File: config.mk
export PLATFORM = sky130hd
export DESIGN_NAME = assi_select
export DESIGN_NICKNAME = d
export VERILOG_FILES = /design/src/assi_pkg.sv /design/src/assi_select.sv
export SDC_FILE = /design/constraint.sdc
export NUM_CORES = 1
export LEC_CHECK = 0
export BUFFER_PORTS_ARGS = -buffer_cell sky130_fd_sc_hd__buf_2
export CORE_MARGIN = 5
export CORE_UTILIZATION = 40
export DETAILED_ROUTE_END_ITERATION = 8
export PLACE_DENSITY = 0.69
export SLEW_MARGIN = 30
export SYNTH_ARGS = -nofsm -noshare
export SYNTH_HDL_FRONTEND = slang
export SYNTH_SLANG_ARGS = --single-unit
File: constraint.sdc
create_clock -name CLK_I -period 2.5 [get_ports CLK_I]
set_clock_uncertainty 0.2 [all_clocks]
set_input_delay 0.5 -clock CLK_I [delete_from_list [all_inputs] [get_ports CLK_I]]
set_output_delay 0.5 -clock CLK_I [all_outputs]
set_load 0.005 [all_outputs]
File: src/assi_pkg.sv
// Purpose: Constants for the sequence input-select register block.
// Assumes: 32-bit register port, one register word.
// Notes: Offsets are byte addresses on the plain register port.
package assi_pkg;
  // Register offset of the select register.
  localparam logic [7:0] SEL_OFFSET = 8'h40;
  // Reset value of the select register.
  localparam logic [31:0] SEL_RESET = 32'h0000_0000;
  // Mask of the writable bits; all gaps read as zero.
  localparam logic [31:0] SEL_WMASK = 32'h3333_3333;
  // Spacing in bits between two step fields, and the field width.
  localparam int FIELD_STRIDE = 4;
  localparam int FIELD_WIDTH = 2;
  // Number of steps in one sequence.
  localparam int STEP_COUNT = 8;
endpackage

File: src/assi_select.sv
// Purpose: Input-select register of one sample sequencer.
// Assumes: Sequencer gives the current step index and a step-active level.
// Notes: The channel code goes straight to the analog multiplexer.
//
// Strobed register access and the register addresses were decided locally.
`timescale 1ns/100ps

module assi_select (
  // Clock and reset.
  input wire logic CLK_I,
  input wire logic RST_B_I,
  // Register port.
  input wire logic [7:0] ADDR_I,
  input wire logic [31:0] WDATA_I,
  input wire logic WR_I,
  input wire logic RD_I,
  output logic [31:0] RDATA_O,
  // Sequencer side.
  input wire logic [2:0] STEP_I,
  input wire logic STEP_ACTIVE_I,
  output logic [1:0] CHANNEL_O
);

  logic [31:0] sel_ff;
  logic [31:0] nxt_sel;
  logic [31:0] rdata_ff;
  logic [31:0] nxt_rdata;
  logic [1:0] chan_ff;
  logic [1:0] nxt_chan;
  logic active_q_ff;
  logic nxt_active;
  // Named copies of the eight step fields, for the per-step checks.
  logic [1:0] step1_channel;
  logic [1:0] step2_channel;
  logic [1:0] step3_channel;
  logic [1:0] step4_channel;
  logic [1:0] step5_channel;
  logic [1:0] step6_channel;
  logic [1:0] step7_channel;
  logic [1:0] step8_channel;

  // Field of a given step; used by the live mux and the assertions.
  function automatic logic [1:0] field_of(input logic [31:0] r, input logic [2:0] s);
    field_of = r[s * assi_pkg::FIELD_STRIDE +: assi_pkg::FIELD_WIDTH];
  endfunction

  // Address match of the select register; shared by the write and read paths.
  function automatic logic sel_hit(input logic [7:0] a);
    sel_hit = (a == assi_pkg::SEL_OFFSET);
  endfunction

  // Per-step fields split out of the register word.
  // They cost no gates; the names only keep the per-step checks readable.
  // step one field
  assign step1_channel = field_of(sel_ff, 3'h0);
  assign step2_channel = field_of(sel_ff, 3'h1);
  assign step3_channel = field_of(sel_ff, 3'h2);
  assign step4_channel = field_of(sel_ff, 3'h3);
  assign step5_channel = field_of(sel_ff, 3'h4);
  assign step6_channel = field_of(sel_ff, 3'h5);
  assign step7_channel = field_of(sel_ff, 3'h6);
  assign step8_channel = field_of(sel_ff, 3'h7);

  // Register writes keep only the field bits.
  // gaps forced zero
  always_comb begin
    nxt_sel = sel_ff;
    if (WR_I && sel_hit(ADDR_I)) begin
      nxt_sel = WDATA_I & assi_pkg::SEL_WMASK;
    end
  end

  // Read data stands only in the cycle after the strobe; unmapped reads give zero.
  always_comb begin
    nxt_rdata = 32'h0000_0000;
    if (RD_I && sel_hit(ADDR_I)) begin
      nxt_rdata = sel_ff;
    end
  end

  // latch at step start so a mid-step write cannot disturb the conversion.
  // A limitation: back-to-back steps need the active level to drop for one cycle.
  always_comb begin
    nxt_chan = chan_ff;
    if (STEP_ACTIVE_I && !active_q_ff) begin
      nxt_chan = field_of(sel_ff, STEP_I);
    end else if (!STEP_ACTIVE_I) begin
      nxt_chan = field_of(sel_ff, STEP_I);
    end
  end

  // Step-active history, used to spot the start of a step.
  always_comb begin
    nxt_active = STEP_ACTIVE_I;
  end

  // Select register; reset clears every field.
  always_ff @(posedge CLK_I) begin
    if (!RST_B_I) begin
      sel_ff <= assi_pkg::SEL_RESET;
    end else begin
      sel_ff <= nxt_sel;
    end
  end

  // Read data register; zero outside the read slot.
  always_ff @(posedge CLK_I) begin
    if (!RST_B_I) begin
      rdata_ff <= 32'h0000_0000;
    end else begin
      rdata_ff <= nxt_rdata;
    end
  end

  // Channel output and step history; reset drives channel zero.
  always_ff @(posedge CLK_I) begin
    if (!RST_B_I) begin
      chan_ff <= 2'h0;
      active_q_ff <= 1'b0;
    end else begin
      chan_ff <= nxt_chan;
      active_q_ff <= nxt_active;
    end
  end

  assign RDATA_O = rdata_ff;
  assign CHANNEL_O = chan_ff;

  // Checks on the register word and the read port.
  // gaps stay zero
  gaps_zero_a: assert property (@(posedge CLK_I) disable iff (!RST_B_I)
    (sel_ff & ~assi_pkg::SEL_WMASK) == 32'h0000_0000)
    else $error("Reserved select bits not zero");

  write_store_a: assert property (@(posedge CLK_I) disable iff (!RST_B_I)
    (WR_I && sel_hit(ADDR_I)) |=> sel_ff == ($past(WDATA_I) & assi_pkg::SEL_WMASK))
    else $error("Write not stored");

  read_data_a: assert property (@(posedge CLK_I) disable iff (!RST_B_I)
    (RD_I && sel_hit(ADDR_I)) |=> RDATA_O == $past(sel_ff))
    else $error("Read data wrong");

  unmapped_zero_a: assert property (@(posedge CLK_I) disable iff (!RST_B_I)
    (RD_I && !sel_hit(ADDR_I)) |=> RDATA_O == 32'h0000_0000)
    else $error("Unmapped read not zero");

  no_read_zero_a: assert property (@(posedge CLK_I) disable iff (!RST_B_I)
    (!RD_I) |=> RDATA_O == 32'h0000_0000)
    else $error("Read data outside read slot");

  write_ignored_a: assert property (@(posedge CLK_I) disable iff (!RST_B_I)
    (WR_I && !sel_hit(ADDR_I)) |=> $stable(sel_ff))
    else $error("Unmapped write changed the register");

  read_gaps_a: assert property (@(posedge CLK_I) disable iff (!RST_B_I)
    (RD_I && sel_hit(ADDR_I)) |=> (RDATA_O & ~assi_pkg::SEL_WMASK) == 32'h0000_0000)
    else $error("Reserved bits read as one");

  write_read_a: assert property (@(posedge CLK_I) disable iff (!RST_B_I)
    (WR_I && sel_hit(ADDR_I)) ##1 (RD_I && sel_hit(ADDR_I))
    |=> RDATA_O == ($past(WDATA_I, 2) & assi_pkg::SEL_WMASK))
    else $error("Read after write wrong");

  // Checks of the reset values.
  // reset clears fields
  reset_clear_a: assert property (@(posedge CLK_I)
    $rose(RST_B_I) |-> sel_ff == assi_pkg::SEL_RESET)
    else $error("Select fields not cleared by reset");

  reset_step2_a: assert property (@(posedge CLK_I)
    $rose(RST_B_I) |-> step2_channel == 2'h0)
    else $error("Step two field not cleared by reset");

  reset_step3_a: assert property (@(posedge CLK_I)
    $rose(RST_B_I) |-> step3_channel == 2'h0)
    else $error("Step three field not cleared by reset");

  reset_step4_a: assert property (@(posedge CLK_I)
    $rose(RST_B_I) |-> step4_channel == 2'h0)
    else $error("Step four field not cleared by reset");

  reset_step5_a: assert property (@(posedge CLK_I)
    $rose(RST_B_I) |-> step5_channel == 2'h0)
    else $error("Step five field not cleared by reset");

  reset_step6_a: assert property (@(posedge CLK_I)
    $rose(RST_B_I) |-> step6_channel == 2'h0)
    else $error("Step six field not cleared by reset");

  reset_step7_a: assert property (@(posedge CLK_I)
    $rose(RST_B_I) |-> step7_channel == 2'h0)
    else $error("Step seven field not cleared by reset");

  chan_reset_a: assert property (@(posedge CLK_I)
    $rose(RST_B_I) |-> CHANNEL_O == 2'h0 && RDATA_O == 32'h0000_0000)
    else $error("Outputs not zero after reset");

  // Checks of the channel handed to the multiplexer.
  // latch on start
  step_pick_a: assert property (@(posedge CLK_I) disable iff (!RST_B_I)
    (STEP_ACTIVE_I && !active_q_ff) |=> CHANNEL_O == field_of($past(sel_ff), $past(STEP_I)))
    else $error("Wrong channel for step");

  step_hold_a: assert property (@(posedge CLK_I) disable iff (!RST_B_I)
    (STEP_ACTIVE_I && active_q_ff) |=> $stable(CHANNEL_O))
    else $error("Channel moved during a step");

  mid_write_hold_a: assert property (@(posedge CLK_I) disable iff (!RST_B_I)
    (STEP_ACTIVE_I && active_q_ff && WR_I) |=> $stable(CHANNEL_O))
    else $error("Channel moved on a mid-step write");

  index_hold_a: assert property (@(posedge CLK_I) disable iff (!RST_B_I)
    (STEP_ACTIVE_I && active_q_ff && $changed(STEP_I)) |=> $stable(CHANNEL_O))
    else $error("Channel moved on an index change");

  idle_follow_a: assert property (@(posedge CLK_I) disable iff (!RST_B_I)
    (!STEP_ACTIVE_I) |=> CHANNEL_O == field_of($past(sel_ff), $past(STEP_I)))
    else $error("Idle channel not tracking");

  pick_step1_a: assert property (@(posedge CLK_I) disable iff (!RST_B_I)
    (STEP_ACTIVE_I && !active_q_ff && STEP_I == 3'h0) |=> CHANNEL_O == $past(step1_channel))
    else $error("Step one channel wrong");

  pick_step2_a: assert property (@(posedge CLK_I) disable iff (!RST_B_I)
    (STEP_ACTIVE_I && !active_q_ff && STEP_I == 3'h1) |=> CHANNEL_O == $past(step2_channel))
    else $error("Step two channel wrong");

  pick_step3_a: assert property (@(posedge CLK_I) disable iff (!RST_B_I)
    (STEP_ACTIVE_I && !active_q_ff && STEP_I == 3'h2) |=> CHANNEL_O == $past(step3_channel))
    else $error("Step three channel wrong");

  pick_step4_a: assert property (@(posedge CLK_I) disable iff (!RST_B_I)
    (STEP_ACTIVE_I && !active_q_ff && STEP_I == 3'h3) |=> CHANNEL_O == $past(step4_channel))
    else $error("Step four channel wrong");

  pick_step5_a: assert property (@(posedge CLK_I) disable iff (!RST_B_I)
    (STEP_ACTIVE_I && !active_q_ff && STEP_I == 3'h4) |=> CHANNEL_O == $past(step5_channel))
    else $error("Step five channel wrong");

  pick_step6_a: assert property (@(posedge CLK_I) disable iff (!RST_B_I)
    (STEP_ACTIVE_I && !active_q_ff && STEP_I == 3'h5) |=> CHANNEL_O == $past(step6_channel))
    else $error("Step six channel wrong");

  pick_step7_a: assert property (@(posedge CLK_I) disable iff (!RST_B_I)
    (STEP_ACTIVE_I && !active_q_ff && STEP_I == 3'h6) |=> CHANNEL_O == $past(step7_channel))
    else $error("Step seven channel wrong");

  pick_step8_a: assert property (@(posedge CLK_I) disable iff (!RST_B_I)
    (STEP_ACTIVE_I && !active_q_ff && STEP_I == 3'h7) |=> CHANNEL_O == $past(step8_channel))
    else $error("Step eight channel wrong");

  // Main scenarios worth seeing in a run.
  step_cov_c: cover property (@(posedge CLK_I) STEP_ACTIVE_I && !active_q_ff && STEP_I == 3'h7);
  write_cov_c: cover property (@(posedge CLK_I) WR_I ##[1:2] RD_I);
  midstep_cov_c: cover property (@(posedge CLK_I) STEP_ACTIVE_I && active_q_ff && WR_I);
  idle_cov_c: cover property (@(posedge CLK_I) !STEP_ACTIVE_I && STEP_I == 3'h7);
  unmapped_cov_c: cover property (@(posedge CLK_I) RD_I && !sel_hit(ADDR_I));
endmodule

# After elaboration in Yosys (flattened, before gate mapping)
# Index checks and enable logic that the tools add are counted.
dict set report word_totals {
  register_bits 35
  latch_bits 0
  ramBits 0
  romBits 0
  input_bits 48
  output_inout_bits 34
  word_cells 14
  mem_count 0
}
dict set report op_classes {
  addsub 0
  mul 0
  div 0
  magnitude_cmp 0
  eq_ne 2
  shift 1
  mux 2
  bitwise_logic 0
  reduce_logical 5
}
# cell n
set op_table {}
lappend op_table {{32-bit by 6-bit indexed part select with 2-bit output} 1}
lappend op_table {{8-bit by 7-bit equality test with 1-bit output, second input constant} 1}
lappend op_table {{2-bit 2-to-1 mux} 2}
lappend op_table {{1-bit logical AND} 3}
lappend op_table {{2-bit by 1-bit inequality test with 1-bit output, second input constant} 1}
lappend op_table {{2-bit AND reduction} 1}
lappend op_table {{1-bit logical NOT} 1}

# Longest topological paths before layout
dict set report depth {
  word_depth 3
  ltp_mapped 5
  mapped_depth_nobuf 3
}

# Worst setup path after synthesis
# Ideal clock, no wire load.
dict set report synth_timing {
  kind {input-to-reg}
  start {input port ADDR_I[1]}
  end {register sel_ff[0]}
  setup_ps 132
  arrival_time_ps 1645
  t_required_ps 2168
  setup_slack_ps 523
  path_stages 5
  n_path_buf 2
  cell_sequence {or4_1 buf_2 buf_1 o31ai_1 a21oi_1}
}
dict set report synth_via {
  elab_chain_len 2
}
# item line_no
set synth_lines {}
lappend synth_lines {{start: declaration} assi_select.sv:13} ;# input wire logic [7:0] ADDR_I,
lappend synth_lines {{8-bit by 7-bit equality test with 1-bit output} assi_select.sv:49} ;# sel_hit = (a == assi_pkg::SEL_OFFSET);
lappend synth_lines {{1-bit logical AND} assi_select.sv:68} ;# if (WR_I && sel_hit(ADDR_I)) begin
lappend synth_lines {{end signal: assignment} assi_select.sv:100} ;# sel_ff <= assi_pkg::SEL_RESET;
lappend synth_lines {{end signal: assignment} assi_select.sv:102} ;# sel_ff <= nxt_sel;
lappend synth_lines {{end: declaration} assi_select.sv:24} ;# logic [31:0] sel_ff;
# Every way passes these cells.
# A chain may end at the register's enable or synchronous reset.

# Final worst setup path
dict set report layout_timing {
  start {input port ADDR_I[5]}
  end {register sel_ff[25]}
}
# The elaborated chain is that of the path after synthesis.

==> reports/results.ini <==
[status]
status=finished clean

[logic_synthesis]
ys_warn_count=0
postSynthCellCount=155
yosysSeqAreaShare_pct=46.1
yosysUniqueCellTypes=25
avgSynthCellArea_um2=9.81
mappedNetlistArea_um2=1520
yosys_register_bits=35

[clock_network]
clkTransAtPathRegs_ns=0.07
clock_sinks=35
cts_resized=0
clock_latency_ns=0.28
cts_made_buffers=5
clock-root-buffer=clkbuf_8
cts_buffer_depth=2
cts-hold-fix-buffers=0
cts-htree-levels=2
cts_tree=built
post_cts_buffers=0

[critical_path]
crit_fanout=11
worst_setup_path_start_kind=input pin
cp.required_ns=2.45
startpoint=ADDR_I[5]
ff2ff_path_depth=3
timing.reg2reg.setup_slack_ns=1.18
critPathKind=input pin to flop
r2r_end=CHANNEL_O[1]
arrival_ns=1.92
worstReg2RegStart=sel_ff[1]
crit_path_end_kind=flop

[placement]
place_ws_ns=0.267
dp_hpwl_um=2610
place_congestion=0.827
port_buffers=49

[drt]
wl_per_cell_um=13.4
vias=1248
drtIter0Drc=61
drtPass1Iterations=4
wl_um=3350
vias_per_cell=4.99
drc=0
route.antenna.remaining_nets=0

[timing]
setup_viol=0
fmax_mhz=506
layout_setup_ws_ns=0.523
period_share_pct=79.1
rsz0062_at_grt=no
maxSlewViolCount=0
setup_tns_ns=0
period_needed_ns=1.98
hold_viol=0

[power_and_ir_drop]
irDropWorstVdd_v=0.000241
p_leak_nw=0.778
power.density_nw_per_um2=565

[die]
die_w_um=71.7
initial_utilization_pct=41.5
io_pins=82
core_um2=3660
die_h_um=71.7
num_rows=22
die-area_um2=5130

[final_layout]
final_common_cell=buf_2
num-fill-cells=348
syn2layout_area_growth_pct=19.8
drive_gt1_share_pct=34.2
n_antenna_cell=0
layout_common_cells=49 x buf_2, 35 x dfxtp_1, 17 x and2_1
fin_nets=250

[run]
drv_cap=0

[worst_hold_path]
holdCritStartpoint=STEP_ACTIVE_I
min_path_cells=2
hold_path_class=input pin to flop
hold_path_end=active_q_ff

[global_routing]
grt_pass1_vias=1198
grt_pass1_wl_um=5520
grt_max_degree=18
overflow=0
antenna_found_initial=0
grt_usage_pct=13.5

[cell usage after synthesis (all sizes together)]
library cell / instances / share of area (%)
and2: 17 / 7.0
nand4: 16 / 6.6
or4: 1 / 0.49
dfxtp: 35 / 46
conb: 1 / 0.25
nor4b: 1 / 0.99
o21ai: 2 / 0.66
nor3: 1 / 1.1
nand2b: 2 / 0.82
a41oi: 2 / 1.2
or4b: 1 / 0.66
nor4: 1 / 0.82
o31ai: 16 / 7.9
nor2b: 1 / 0.41
nand3: 2 / 0.66
a21oi: 16 / 5.3
mux2: 4 / 3.0
nand2: 4 / 0.99
buf: 21 / 10
clkbuf: 7 / 1.7
mux4: 2 / 3.0
inv: 2 / 0.49
[registers in the layout, summed over array words and instances (netlist names)]
| name | count |
|---|---|
| CHANNEL_O | 2 |
| RDATA_O | 16 |
| active_q_ff | 1 |
| sel_ff | 16 |
[worst max-delay path by stage]
stage | to | slack [ns] | depth (start not counted)
6_report | sel_ff[25] | 0.52 | 5
5_1_grt | sel_ff[25] | 0.45 | 5
4_1_cts | sel_ff[25] | 0.52 | 5
3_5_place_dp | sel_ff[12] | 0.27 | 5
3_3_place_gp | sel_ff[16] | 0.27 | 5
2_1_floorplan | sel_ff[0] | 0.52 | 5
[logic make-up after synthesis]
group	count (synthesis)	synth area share (%)
AND/OR/NAND/NOR	47	20.5
AO/OA/AOI/OAI	36	15.0
flip-flops	35	46.1
buffers and inverters	30	12.3
multiplexers	6	5.93
other	1	0.247
[power breakdown]
group	switching [W]	internal [W]	leakage, nW
clock network	0.000182	0.000216	0.0470
logic	0.0000431	0.0000270	0.449
registers	0.000000797	0.000560	0.282
[final cells by class]
| type | count | area (um2) | share of cell area, % |
|---|---|---|---|
| Clock buffer | 6 | 82.6 | 4.54 |
| Inverter | 2 | 7.51 | 0.412 |
| Sequential cell | 35 | 701 | 38.5 |
| Timing Repair Buffer | 53 | 275 | 15.1 |
| Multi-Input combinational cell | 105 | 689 | 37.9 |
| Tap cell | 48 | 60.1 | 3.30 |
| Clock inverter | 1 | 5.00 | 0.275 |
[stage by stage]
stage	instance area [um2]	hold slack (ns)	power [W]	instances	utilization [%]
after floorplan	1580	0.247	0.000625	170	-
final	1820	0.237	0.00103	250	49.7
after detailed placement	1730	0.276	0.000642	243	47.3
after global routing	1820	0.252	0.00107	250	49.7
after CTS	1820	0.235	0.00103	250	49.7
after global placement	1730	0.272	0.000641	243	47.3
[per-layer routing]
| metal | global-route usage, % | part of all wire, % | up-vias |
|---|---|---|---|
| met3 | 4.35 | 8.2 | 7 |
| met5 | 0 | 0 | - |
| met1 | 16.5 | 43 | 565 |
| met4 | 6.05 | 1.6 | 0 |
| met2 | 21.4 | 47 | 46 |
| li1 | - | - | 630 |
[worst max-delay path, stage by stage]
cell	delay (ns)
buf_2	0.11
or4b_1	0.68
buf_4	0.25
o31ai_1	0.27
a21oi_1	0.11
Note: power is estimated with default switching activity, not from simulation.
